`config.mk`:
```
export PLATFORM = sky130hd
export DESIGN_NAME = dpwm_top
export DESIGN_NICKNAME = d
export VERILOG_FILES = /design/src/include/dpwm_pkg.sv /design/src/rtl/dpwm_top.sv /design/src/rtl/dpwm_channel.sv /design/src/rtl/dpwm_regs.sv
export SDC_FILE = /design/constraint.sdc
export NUM_CORES = 1
export LEC_CHECK = 0
export ABC_AREA = 0
export BUFFER_PORTS_ARGS = -buffer_cell sky130_fd_sc_hd__clkbuf_2
export CORE_MARGIN = 3
export CORE_UTILIZATION = 25
export CTS_BUF_LIST = sky130_fd_sc_hd__clkbuf_8
export DETAILED_ROUTE_END_ITERATION = 10
export SYNTH_ARGS = -nofsm -noshare
export SYNTH_HDL_FRONTEND = slang
export SYNTH_HIERARCHICAL = 1
export SYNTH_SLANG_ARGS = --single-unit
```
`constraint.sdc`:
```
create_clock -name clock -period 6.95 [get_ports clock]
set_input_delay 1.0425 -clock clock [delete_from_list [all_inputs] [get_ports clock]]
set_output_delay 1.0425 -clock clock [all_outputs]
set_load 0.03 [all_outputs]
```
`src/include/dpwm_pkg.sv`:
```
// How it works
// - two identical counters, each with its own output and its own enable, mode, times, period and mask.
// - each counter is 32 bits wide and advances on the system clock.
// - in pwm mode the high and low durations are set separately, giving frequency and duty.
// - the shortest high and low durations are two clock cycles each.
// - the longest high and low durations are two to the thirty-second clock cycles each.
// - high and low durations step by exactly one clock cycle.
// - in pwm mode every rising and every falling output edge at a phase end raises the interrupt, nothing else does.
// - each counter has its own mask that keeps its events off the interrupt.
// - each counter may instead work as a periodic timer, chosen by its mode bit.
// - the timer period runs from 1 to 4294967296 cycles in one-cycle steps.
// - in timer mode each expiry of the period raises a maskable interrupt.
// - reading a counter's interrupt clear register clears that counter's pending interrupt, unless an event of that counter sets it in the same cycle.
// - a disabled counter neither advances nor raises interrupts.
package dpwm_pkg;
    localparam int unsigned CNT_W    = 32;
    localparam int unsigned ADDR_W   = 8;
    localparam int unsigned DATA_W   = 32;
    localparam int unsigned NUM_CH   = 2;
    // per-channel register block stride and offsets within it
    localparam logic [7:0] CH_STRIDE    = 8'h20;
    localparam logic [7:0] OFF_CTRL     = 8'h00; // bit0 enable, bit1 timer mode, bit2 mask
    localparam logic [7:0] OFF_HIGH     = 8'h04; // high time minus one
    localparam logic [7:0] OFF_LOW      = 8'h08; // low time minus one
    localparam logic [7:0] OFF_PERIOD   = 8'h0c; // timer period minus one
    localparam logic [7:0] OFF_VALUE    = 8'h10; // current count, read only
    localparam logic [7:0] OFF_EOI      = 8'h14; // interrupt clear on read
    localparam logic [7:0] OFF_STATUS   = 8'h18; // bit0 raw pending, bit1 output level
    localparam int unsigned CTRL_EN     = 0;
    localparam int unsigned CTRL_TIMER  = 1;
    localparam int unsigned CTRL_MASK   = 2;
    localparam logic [31:0] RST_HIGH    = 32'h0000_0001;
    localparam logic [31:0] RST_LOW     = 32'h0000_0001;
    localparam logic [31:0] RST_PERIOD  = 32'h0000_0000;
    localparam logic [31:0] MIN_TIME_M1 = 32'h0000_0001; // two cycles
    localparam logic [31:0] RST_COUNT   = 32'h0000_0000;
endpackage

```
`src/rtl/dpwm_top.sv`:
```
// Design decisions made here: the plain strobed port and the register addresses.
`timescale 1ns/1ns
module dpwm_top
    import dpwm_pkg::*;
(
    input  wire logic                       clock,
    input  wire logic                       reset_n,
    input  wire logic [dpwm_pkg::ADDR_W-1:0] addr,
    input  wire logic [dpwm_pkg::DATA_W-1:0] wdata,
    input  wire logic                       wr,
    input  wire logic                       rd,
    output logic [dpwm_pkg::DATA_W-1:0]     rdata,
    output logic [dpwm_pkg::NUM_CH-1:0]     pwm_out,
    output logic                            irq
);
    logic [CNT_W-1:0]  high_m1 [NUM_CH];
    logic [CNT_W-1:0]  low_m1  [NUM_CH];
    logic [CNT_W-1:0]  period  [NUM_CH];
    logic [CNT_W-1:0]  count   [NUM_CH];
    logic [2:0]        ctrl    [NUM_CH];
    logic [NUM_CH-1:0] level;
    logic [NUM_CH-1:0] evt;
    logic [NUM_CH-1:0] pending;
    logic [NUM_CH-1:0] sel;
    logic [NUM_CH-1:0] live;
    logic [7:0]        off;
    logic [DATA_W-1:0] next_rdata;

    assign off = {3'h0, addr[4:0]};

    // one register block and counter per channel
    for (genvar c = 0; c < NUM_CH; c++) begin : g_ch
        assign sel[c]  = (addr[7:5] == 3'(c));
        assign live[c] = pending[c] && !ctrl[c][CTRL_MASK];

        // timing registers
        always_ff @(posedge clock) begin
            if (!reset_n) begin
                high_m1[c] <= RST_HIGH;
                low_m1[c]  <= RST_LOW;
                period[c]  <= RST_PERIOD;
            end else if (wr && sel[c]) begin
                if (off == OFF_HIGH) high_m1[c] <= wdata;
                if (off == OFF_LOW) low_m1[c] <= wdata;
                if (off == OFF_PERIOD) period[c] <= wdata;
            end
        end

        dpwm_regs u_regs (
            .clock    (clock),
            .reset_n  (reset_n),
            .wr_en    (wr && sel[c] && off == OFF_CTRL),
            .wdata    (wdata),
            .event_in (evt[c]),
            .clear_rd (rd && sel[c] && off == OFF_EOI),
            .ctrl     (ctrl[c]),
            .pending  (pending[c])
        );

        dpwm_channel u_chan (
            .clock       (clock),
            .reset_n     (reset_n),
            .enable      (ctrl[c][CTRL_EN]),
            .timer_mode  (ctrl[c][CTRL_TIMER]),
            .high_m1     (high_m1[c]),
            .low_m1      (low_m1[c]),
            .period      (period[c]),
            .pwm_level   (level[c]),
            .event_pulse (evt[c]),
            .count       (count[c])
        );
    end

    // read mux
    always_comb begin
        next_rdata = 32'h0000_0000;
        for (int c = 0; c < NUM_CH; c++) begin
            if (sel[c]) begin
                unique case (off)
                    OFF_CTRL:   next_rdata = {29'h0, ctrl[c]};
                    OFF_HIGH:   next_rdata = high_m1[c];
                    OFF_LOW:    next_rdata = low_m1[c];
                    OFF_PERIOD: next_rdata = period[c];
                    OFF_VALUE:  next_rdata = count[c];
                    OFF_EOI:    next_rdata = {31'h0, pending[c]};
                    OFF_STATUS: next_rdata = {30'h0, level[c], pending[c]};
                    default:    next_rdata = 32'h0000_0000;
                endcase
            end
        end
    end

    // registered outputs
    always_ff @(posedge clock) begin
        if (!reset_n) begin
            rdata   <= 32'h0000_0000;
            pwm_out <= '0;
            irq     <= 1'b0;
        end else begin
            rdata   <= rd ? next_rdata : 32'h0000_0000;
            pwm_out <= level;
            irq     <= |live;
        end
    end
endmodule

```
`src/rtl/dpwm_channel.sv`:
```
`timescale 1ns/1ns
module dpwm_channel
    import dpwm_pkg::*;
(
    input  wire logic              clock,
    input  wire logic              reset_n,
    input  wire logic              enable,
    input  wire logic              timer_mode,
    input  wire logic [CNT_W-1:0]  high_m1,
    input  wire logic [CNT_W-1:0]  low_m1,
    input  wire logic [CNT_W-1:0]  period,
    output logic                   pwm_level,
    output logic                   event_pulse,
    output logic [CNT_W-1:0]       count
);
    logic [CNT_W-1:0] high_eff;
    logic [CNT_W-1:0] low_eff;
    logic [CNT_W-1:0] limit;
    logic             at_limit;

    // clamp to two-cycle minimum
    assign high_eff = (high_m1 < MIN_TIME_M1) ? MIN_TIME_M1 : high_m1;
    assign low_eff  = (low_m1 < MIN_TIME_M1) ? MIN_TIME_M1 : low_m1;
    // phase length; stored value plus one gives 2..2^32 cycles in pwm mode, 1..2^32 in timer mode
    assign limit    = timer_mode ? period : (pwm_level ? high_eff : low_eff);
    assign at_limit = (count >= limit);

    // counter advance and reload
    always_ff @(posedge clock) begin
        if (!reset_n) begin
            count <= RST_COUNT;
        end else if (!enable) begin
            count <= RST_COUNT;
        end else if (at_limit) begin
            count <= RST_COUNT;
        end else begin
            count <= count + 32'h0000_0001;
        end
    end

    // output level toggles each phase end; starts with a full low phase
    // so that every toggle edge, the first rise too, comes with an event
    always_ff @(posedge clock) begin
        if (!reset_n) begin
            pwm_level <= 1'b0;
        end else if (!enable || timer_mode) begin
            pwm_level <= 1'b0;
        end else if (at_limit) begin
            pwm_level <= ~pwm_level;
        end
    end

    // edge or expiry event
    always_ff @(posedge clock) begin
        if (!reset_n) begin
            event_pulse <= 1'b0;
        end else begin
            event_pulse <= enable && at_limit;
        end
    end
endmodule

```
`src/rtl/dpwm_regs.sv`:
```
`timescale 1ns/1ns
module dpwm_regs
    import dpwm_pkg::*;
(
    input  wire logic              clock,
    input  wire logic              reset_n,
    input  wire logic              wr_en,
    input  wire logic [DATA_W-1:0] wdata,
    input  wire logic              event_in,
    input  wire logic              clear_rd,
    output logic [2:0]             ctrl,
    output logic                   pending
);
    // control register
    always_ff @(posedge clock) begin
        if (!reset_n) begin
            ctrl <= 3'h0;
        end else if (wr_en) begin
            ctrl <= wdata[2:0];
        end
    end

    // sticky pending, set wins over read clear
    always_ff @(posedge clock) begin
        if (!reset_n) begin
            pending <= 1'b0;
        end else if (event_in) begin
            pending <= 1'b1;
        end else if (clear_rd) begin
            pending <= 1'b0;
        end
    end
endmodule

```
# ---- Word-level counts from Yosys, hierarchy flattened
# Memories as Yosys holds them, arrays and structs flattened.
# Index checks and enable logic that the tools add are counted.
dict set report totals {
  ff_bits 111
  mem_bits_rw 192
  in_bits 44
  output_inout_bits 35
  wordCells 114
  n_memories 3
}
# memory depth word_bits rd rd_clocked_by_memory_dff write_ports line
set memory_table {}
lappend memory_table {high_m1 2 32 2 0 2 dpwm_top.sv:16} ;# logic [CNT_W-1:0] high_m1 [NUM_CH];
lappend memory_table {low_m1 2 32 2 0 2 dpwm_top.sv:17} ;# logic [CNT_W-1:0] low_m1 [NUM_CH];
lappend memory_table {period 2 32 2 0 2 dpwm_top.sv:18} ;# logic [CNT_W-1:0] period [NUM_CH];
dict set report op_classes {
  addsub 2
  order_cmp 6
  n_eq_ne 7
  n_mux 44
  bitwise_logic 11
  n_reduce_logical 28
}
# operator n
set op_table {}
lappend op_table {{$mux W32} 16}
lappend op_table {{$pmux W32 S7} 2}
lappend op_table {{$lt A32 B1 Y1 const B} 4}
lappend op_table {{$add A32 B1 Y32 const B} 2}
lappend op_table {{$ge A32 B32 Y1} 2}
lappend op_table {{$mux W1} 26}
lappend op_table {{$eq A5 B5 Y1 const B} 3}
lappend op_table {{$logic_and A1 B1 Y1} 12}
lappend op_table {{$eq A5 B4 Y1 const B} 2}
lappend op_table {{$logic_not A8 Y1} 1}
lappend op_table {{$or A1 B1 Y1} 6}
lappend op_table {{$reduce_or A2 Y1} 3}
lappend op_table {{$reduce_or A3 Y1} 2}
lappend op_table {{$eq A5 B3 Y1 const B} 1}
lappend op_table {{$not A1 Y1} 5}
lappend op_table {{$logic_not A1 Y1} 4}
lappend op_table {{$reduce_bool A2 Y1} 2}
lappend op_table {{$eq A3 B1 Y1 const B} 1}
lappend op_table {{$logic_not A3 Y1} 1}
lappend op_table {{$logic_or A1 B1 Y1} 2}
lappend op_table {{$reduce_and A2 Y1} 1}

# ---- Logic depth before layout (Yosys ltp)
# Gate-level depths: netlist (run 1).
# An unclocked memory read counts as a cell.
dict set report logic_depth {
  word_depth 7
  depth_mapped 15
  mapped_depth_nobuf 13
}

# ---- Modules after synthesis
# Netlist (run 1), hierarchy kept.
# module n_inst cells_per_inst area_per_inst_um2 seq_area_each_um2
set by_module_without_submodules {}
lappend by_module_without_submodules {dpwm_top 1 706 9950.8 6466.2}
lappend by_module_without_submodules {dpwm_channel 2 369 2855.2 680.7}
lappend by_module_without_submodules {dpwm_regs 2 12 142.6 80.1}

# ---- Worst setup path before layout (run 1)
# OpenSTA, ideal clock, no wires.
dict set report synth_timing {
  path_type {input to register}
  startpoint {input addr[1] (netlist name)}
  endpoint {memory low_m1[0][0], enable pin}
  setup_ps 466
  t_arrival_ps 4022
  required_ps 6484
  path_slack_ps 2462
  path_stages 5
  n_path_buf 1
  cell_sequence {or2_0 buf_2 nor2_1 nand2_1 o21ai_0}
}
# element line
set synth_rtl {}
lappend synth_rtl {{start: declaration} dpwm_top.sv:8} ;# input wire logic [dpwm_pkg::ADDR_W-1:0] addr,
lappend synth_rtl {{end: declaration} dpwm_top.sv:17}

==> metrics.md, run 1 <==
| Metric | Value |
|---|---|
| Drc violations | `0` |
| Crit path launch | `high_m1[1][22]` |
| Fraction of registers with async set/reset | `0` |
| Hold Fails Final Rpt | `0` |
| Grt met3 use | `0.0272` |
| Worst setup margin | `2220 ps` |
| Largest net degree at the start of global routing | `about 70` |
| Area growth syn-to-layout | `13.5%` |
| WL/cell | `slightly above 20 um` |
| DPL Wire Length | `34000 um` |
| Share of layout cells above drive strength 1 | `0.159` |
| Area of the mapped netlist | `roughly 16000 um2` |
| Slew @ Worst Pin | `roughly 1200 ps` |
| Setup Skew | `21.0 ps` |
| Grt total ovfl | `0` |
| Initial Utilization | `0.256` |
| Routing usage on met2 | `0.218` |
| Syn Nets | `around 1600` |
| Num rows | `91` |
| Hold_sp | `g_ch[0].u_chan/event_pulse` |
| Fin crit share | `0.680` |
| Crit path capture type | `flip-flop` |
| Cell area power density | `204 nW/um2` |
| Number of global-route vias before repair | `around 12000` |
| Synth cell types | `a little under 60` |
| Avg Vias per Cell | `5.14` |
| Largest fanout on the critical path | `32` |
| Max Fclk | `0.212 GHz` |
| Routed vias | `around 12000` |
| CTS max path bufs | `3` |
| Die area | `66900 um2` |
| CP Cell Sequence | `nor4_1 > nand4_1 > o21a_1 > a221oi_1 > a21o_1 > ha_1 > nand2b_1 > a2111oi_0 > nor4b_1 > o31ai_2 > nand4_4 > nor2_1` |
| Gpl congestion | `0.883` |
| Power Total | `between 3000 and 4000 uW` |
| Most frequent cells in the layout | `and2_1, edfxtp_1, nor2_1, dfxtp_1, a21oi_1` |
| Max-slew violation count | `0` |
| Crit-path slowest cell | `a2111oi_0` |
| Antenna violation net count after detailed routing | `0` |
| Post-synth top area share | `0.362` |
| Outcome | `completed` |
| Die width | `roughly 260 um` |
| Fin nets | `between 1500 and 2000` |
| Ys Warns | `6` |
| Tot GR Track Use | `0.142` |
| Crit path largest cell delay | `around 630 ps` |
| Worst skew pair latency | `~600 ps` |
| R2R depth | `12` |
| Crit path max-delay family | `compound AO/OA/AOI/OAI gates` |
| Most common cell after layout, fill and taps aside | `and2_1` |
| CTS tree | `done` |
| Hold endpoint | `g_ch[0].u_regs/pending` |
| FF-to-FF End | `g_ch[1].u_chan/count[28]` |
| Reg area | `between 7000 and 8000 um2` |
| Dominant cell type by area after synthesis | `edfxtp_1` |
| Static Leakage | `about 0.0065 uW` |
| Input/output buffers | `a little under 80` |
| Register area share after synthesis | `0.501` |
| Mean Syn Cell Area | `10.9 um2` |
| H-Tree Level Count | `2` |
| Antenna violations before repair | `6` |
| Max_cap viols | `0` |
| # hold bufs at CTS | `0` |
| Routed WL | `slightly below 50000 um` |
| Gr busiest metal | `met2` |
| Top FF cell, synth | `edfxtp_1` |
| Hold slack final | `approximately 460 ps` |
| Number of fillers in the final layout | `about 6500` |
| Max rail drop VDD | `between 100 and 150 uV` |
| Reg-to-Reg Start | `high_m1[1][22]` |
| CTS clk-pin slew, worst paths | `approximately 60 ps` |
| Setup violators final | `0` |
| First-pass GRT wire length | `between 70000 and 80000 um` |
| RSZ-0062 raised after global routing | `no` |
| Fin crit period | `approximately 4700 ps` |
| Total CTS buffers | `48` |
| Area of the multi-input gates | `between 7000 and 8000 um2` |
| CTS resizes | `0` |
| Synth Register Bits | `approximately 300` |
| First drt pass iteration count | `6` |
| Root buf cell | `clkbuf_8` |
| EDFF count, synth | `around 190` |
| Top Ports | `between 70 and 80` |
| Post-Syn Instances | `1468` |
| Worst hold stages | `1` |
| Post-CTS setup repair buffer count | `0` |
| Final setup TNS | `0 ps` |
| Initial DRC count | `1326` |
| Hold Path Class | `reg2reg` |
| Core Area | `slightly above 60000 um2` |
| Synth top area cells | `edfxtp_1, dfxtp_1, and2_1, ha_1, nor2_1` |
| Reg2reg setup slack | `between 2000 and 2500 ps` |
| Critical Path AT | `5230 ps` |
| Worst Path Buf+Inv | `0` |
| Worst endpoint required time | `about 7500 ps` |
| Place WS | `2350 ps` |
| Startpoint types | `flip-flop` |
| Slew headroom | `0.190` |
| Sink Count | `303` |
| Met1 Usage GRT | `0.206` |
| CP Class | `reg2reg` |
| Die Ht | `~260 um` |
## worst reg2reg max path, delay by kind of cell, from the launching register on
family	cells	cell delay, ps
AO/OA/AOI/OAI	5	2030
adder cells (fa/ha/maj)	1	210
AND/OR/NAND/NOR	6	1970
flip-flops	1	430
## flip-flops by register name, indices dropped and copies added, names as in the netlist, 6 cells and up
name,cells
low_m1,64
high_m1,64
g_ch.u_regs/ctrl,6
rdata,32
period,64
g_ch.u_chan/count,64
## cell usage after synthesis (33+ instances only)
master / instances
and2_1: 193
ha_1: 66
nand3_1: 39
nand2_1: 41
o22ai_1: 33
a221oi_2: 36
a22o_1: 59
nor2_1: 146
nor4_1: 35
xor2_1: 37
edfxtp_1: 192
a21oi_1: 86
a22oi_1: 62
dfxtp_1: 111
clkbuf_1: 45
## cell type report
class	count	area share
flip-flops and latches	303	0.441
well taps	837	0.0578
clock buffers	58	0.0441
inverters	13	0.00270
clock inverters	32	0.00726
multi-input cells	1064	0.416
repair buffers	101	0.0311
diodes	1	0.000138
## power breakdown
part	internal [uW]	switching, uW	total, uW	leakage (uW)
Sequential	1970	51.8	2020	0.00272
Combinational	61.8	124	186	0.00320
Clock	754	727	1480	0.000569
Total	2790	902	3690	0.00649
## worst max path at each step
| stage | endpoint | slack, ps | cells after the start |
|---|---|---|---|
| 6_report | g_ch[1].u_chan/count[28] | 2220 | 12 |
| 3_5_place_dp | g_ch[1].u_chan/count[28] | 2350 | 12 |
| 4_1_cts | g_ch[1].u_chan/count[21] | 2300 | 12 |
| 3_3_place_gp | g_ch[1].u_chan/count[30] | 2420 | 12 |
| 2_1_floorplan | low_m1[0][0] | 2460 | 5 |
| 5_1_grt | g_ch[0].u_chan/count[3] | 1830 | 12 |
## kinds of logic (layout without fill, tap and decap cells)
group	count (synthesis)	after routing	synth area share
other	0	1	0
XOR/XNOR	61	61	0.0335
adder cells (fa/ha/maj)	66	66	0.0518
multiplexers	16	16	0.0110
flip-flops	303	303	0.501
AND/OR/NAND/NOR	563	563	0.195
buffers and inverters	101	204	0.0324
AO/OA/AOI/OAI	358	358	0.176
## stage by stage
step / util / cell area [um2] / std cells
after floorplan: - / 15900 / 1468
after global placement: 0.275 / 17200 / 2318
after detailed placement: 0.275 / 17200 / 2318
after CTS: 0.290 / 18100 / 2408
after global routing: 0.290 / 18100 / 2408
final: 0.290 / 18100 / 2409
## routing by layer
| layer | routed length, um | vias up |
|---|---|---|
| li1 | - | 5671 |
| met1 | 22100 | 6070 |
| met4 | 700 | 4 |
| met5 | 31 | - |
| met3 | 4380 | 65 |
| met2 | 21500 | 565 |
Power figures use the tool's default switching activity.
==> inputs of run 2 (changes only) <==
Clock period 6.95 ns to 4 ns, I/O delays scaled along.
==> metrics.md, run 2 (synthesized netlist as in run 1, its figures left out) <==
| Metric | Value |
|---|---|
| Startpoint types | `flip-flop` |
| Critical Path Most Common Cell | `clkbuf_16` |
| Worst Path Buf+Inv | `3` |
| Initial Utilization | `0.256` |
| WL/cell | `roughly 21 um` |
| Top Ports | `79` |
| Fin nets | `~1700` |
| Violated checks | `setup timing` |
| Drc violations | `0` |
| CP Cell Sequence | `nor4_4 > buf_4 > nand4_1 > o21a_4 > clkbuf_16 > a22oi_1 > nor2_1 > a21oi_2 > ha_1 > and4_1 > a2111oi_1 > o31a_1 > nand4_4 > clkbuf_16 > nor2_4` |
| Sink Count | `approximately 300` |
| Routed WL | `roughly 52000 um` |
| Worst endpoint required time | `between 4000 and 5000 ps` |
| CP Capture Point | `g_ch[0].u_chan/count[21]` |
| Crit path launch | `high_m1[0][28]` |
| Static Leakage | `between 0.006 and 0.007 uW` |
| Crit path max-delay family | `compound AO/OA/AOI/OAI gates` |
| Max Fclk | `roughly 0.24 GHz` |
| Most common cell after layout, fill and taps aside | `and2_1` |
| Placed cells | `2341` |
| R2R depth | `15` |
| Slew headroom | `0.385` |
| Initial DRC count | `about 1300` |
| Setup Skew | `~29 ps` |
| Setup violators final | `32` |
| DPL Wire Length | `around 35000 um` |
| Antenna violations before repair | `7` |
| Fin crit period | `between 4000 and 5000 ps` |
| Worst skew pair latency | `slightly above 600 ps` |
| Core Area | `slightly above 60000 um2` |
| CTS clk-pin slew, worst paths | `70 ps` |
| Crit path capture type | `flip-flop` |
| Hold Path Class | `in2reg` |
| Final setup TNS | `-1970 ps` |
| Number of global-route vias before repair | `12400` |
| Most frequent cells in the layout | `and2_1, edfxtp_1, nor2_1, dfxtp_1, clkbuf_2` |
| Tot GR Track Use | `0.144` |
| Worst setup margin | `-94.1 ps` |
| Total CTS buffers | `48` |
| Root buf cell | `clkbuf_8` |
| Reg-to-Reg Start | `high_m1[0][28]` |
| Num rows | `just over 90` |
| Gpl congestion | `between 0.8 and 0.9` |
| First drt pass iteration count | `5` |
| Avg Vias per Cell | `~5.2` |
| Max_cap viols | `0` |
| RSZ-0062 raised after global routing | `yes` |
| Slew @ Worst Pin | `a little over 900 ps` |
| Grt total ovfl | `0` |
| Largest net degree at the start of global routing | `between 60 and 70` |
| CP Class | `reg2reg` |
| Max rail drop VDD | `roughly 190 uV` |
| Cell area power density | `350 nW/um2` |
| Input/output buffers | `slightly below 80` |
| FF-to-FF End | `g_ch[0].u_chan/count[21]` |
| Crit-path slowest cell | `edfxtp_1` |
| Outcome | `finished with violations` |
| Reg2reg setup slack | `-90 ps` |
| Hold Fails Final Rpt | `0` |
| # hold bufs at CTS | `0` |
| Share of layout cells above drive strength 1 | `0.235` |
| Fin crit share | `1.02` |
| Max-slew violation count | `0` |
| Critical Path AT | `~4600 ps` |
| Die Ht | `~260 um` |
| H-Tree Level Count | `2` |
| Largest fanout on the critical path | `8` |
| Die width | `approximately 260 um` |
| Area growth syn-to-layout | `21.6%` |
| Die area | `66900 um2` |
| Crit path largest cell delay | `approximately 450 ps` |
| Hold slack final | `between 300 and 400 ps` |
| Antenna violation net count after detailed routing | `0` |
| Routed vias | `around 13000` |
| Non-Filler Instances | `around 2500` |
| CTS max path bufs | `3` |
| First-pass GRT wire length | `approximately 75000 um` |
| CTS tree | `done` |
| CP Depth | `15` |
## run 2: layout make-up
| class | instances | area (um2) |
|---|---|---|
| Inverter | 13 | 48.8 |
| Tap cell | 837 | 1050 |
| Multi-Input combinational cell | 1064 | 8060 |
| Antenna cell | 2 | 5.00 |
| Fill cell | 6402 | 43000 |
| Clock buffer | 60 | 826 |
| Sequential cell | 303 | 7990 |
| Clock inverter | 30 | 236 |
| Timing Repair Buffer | 148 | 1190 |
## run 2: how the worst min path moves through the flow
stage	from	end	slack, ps	cells past startpoint
after floorplan	g_ch[0].u_chan/event_pulse	g_ch[0].u_regs/pending	420	1
after global placement	g_ch[1].u_chan/event_pulse	g_ch[1].u_regs/pending	450	1
after detailed placement	g_ch[1].u_chan/event_pulse	g_ch[1].u_regs/pending	440	1
after CTS	wdata[8]	high_m1[1][8]	330	2
after global routing	wdata[19]	low_m1[0][19]	360	2
final	wdata[10]	low_m1[0][10]	370	2
## run 2: worst register-to-register path, cell delays in order (launching register included)
cell,delay (ps)
edfxtp_1,450
nor4_4,370
buf_4,170
nand4_1,210
o21a_4,350
clkbuf_16,180
a22oi_1,200
nor2_1,80
a21oi_2,140
ha_1,240
and4_1,230
a2111oi_1,390
o31a_1,380
nand4_4,250
clkbuf_16,270
nor2_4,90
## run 2: what timing repair did
action | 4_1_cts | 5_1_grt
pin swaps | 0 | 69
cloned | 0 | 8
buffers inserted | 0 | 16
endpoints found under the setup margin | 36 | 68
resized for setup | 3 | 124
## run 2: where the power goes
group          total [uW]  switching, uW  internal [uW]
combinational         353            225            128
sequential           3520            100           3420
clock                2920           1300           1620
## run 2: metrics by stage
step,util,worst slack [ps],cell area (um2),total power (uW)
finish,0.311,-94.1,19400,6790
global route,0.311,-160,19400,7030
CTS,0.297,19.3,18600,6820
detailed placement,0.280,-62.3,17500,3900
global placement,0.280,-42.1,17500,3900
floorplan,-,-45.2,15900,3740
## run 2: layer usage
layer | global-route usage | part of all wire
met5 | 0 | 0.00027
met4 | 0.0498 | 0.030
met3 | 0.0326 | 0.094
met2 | 0.214 | 0.42
met1 | 0.206 | 0.45
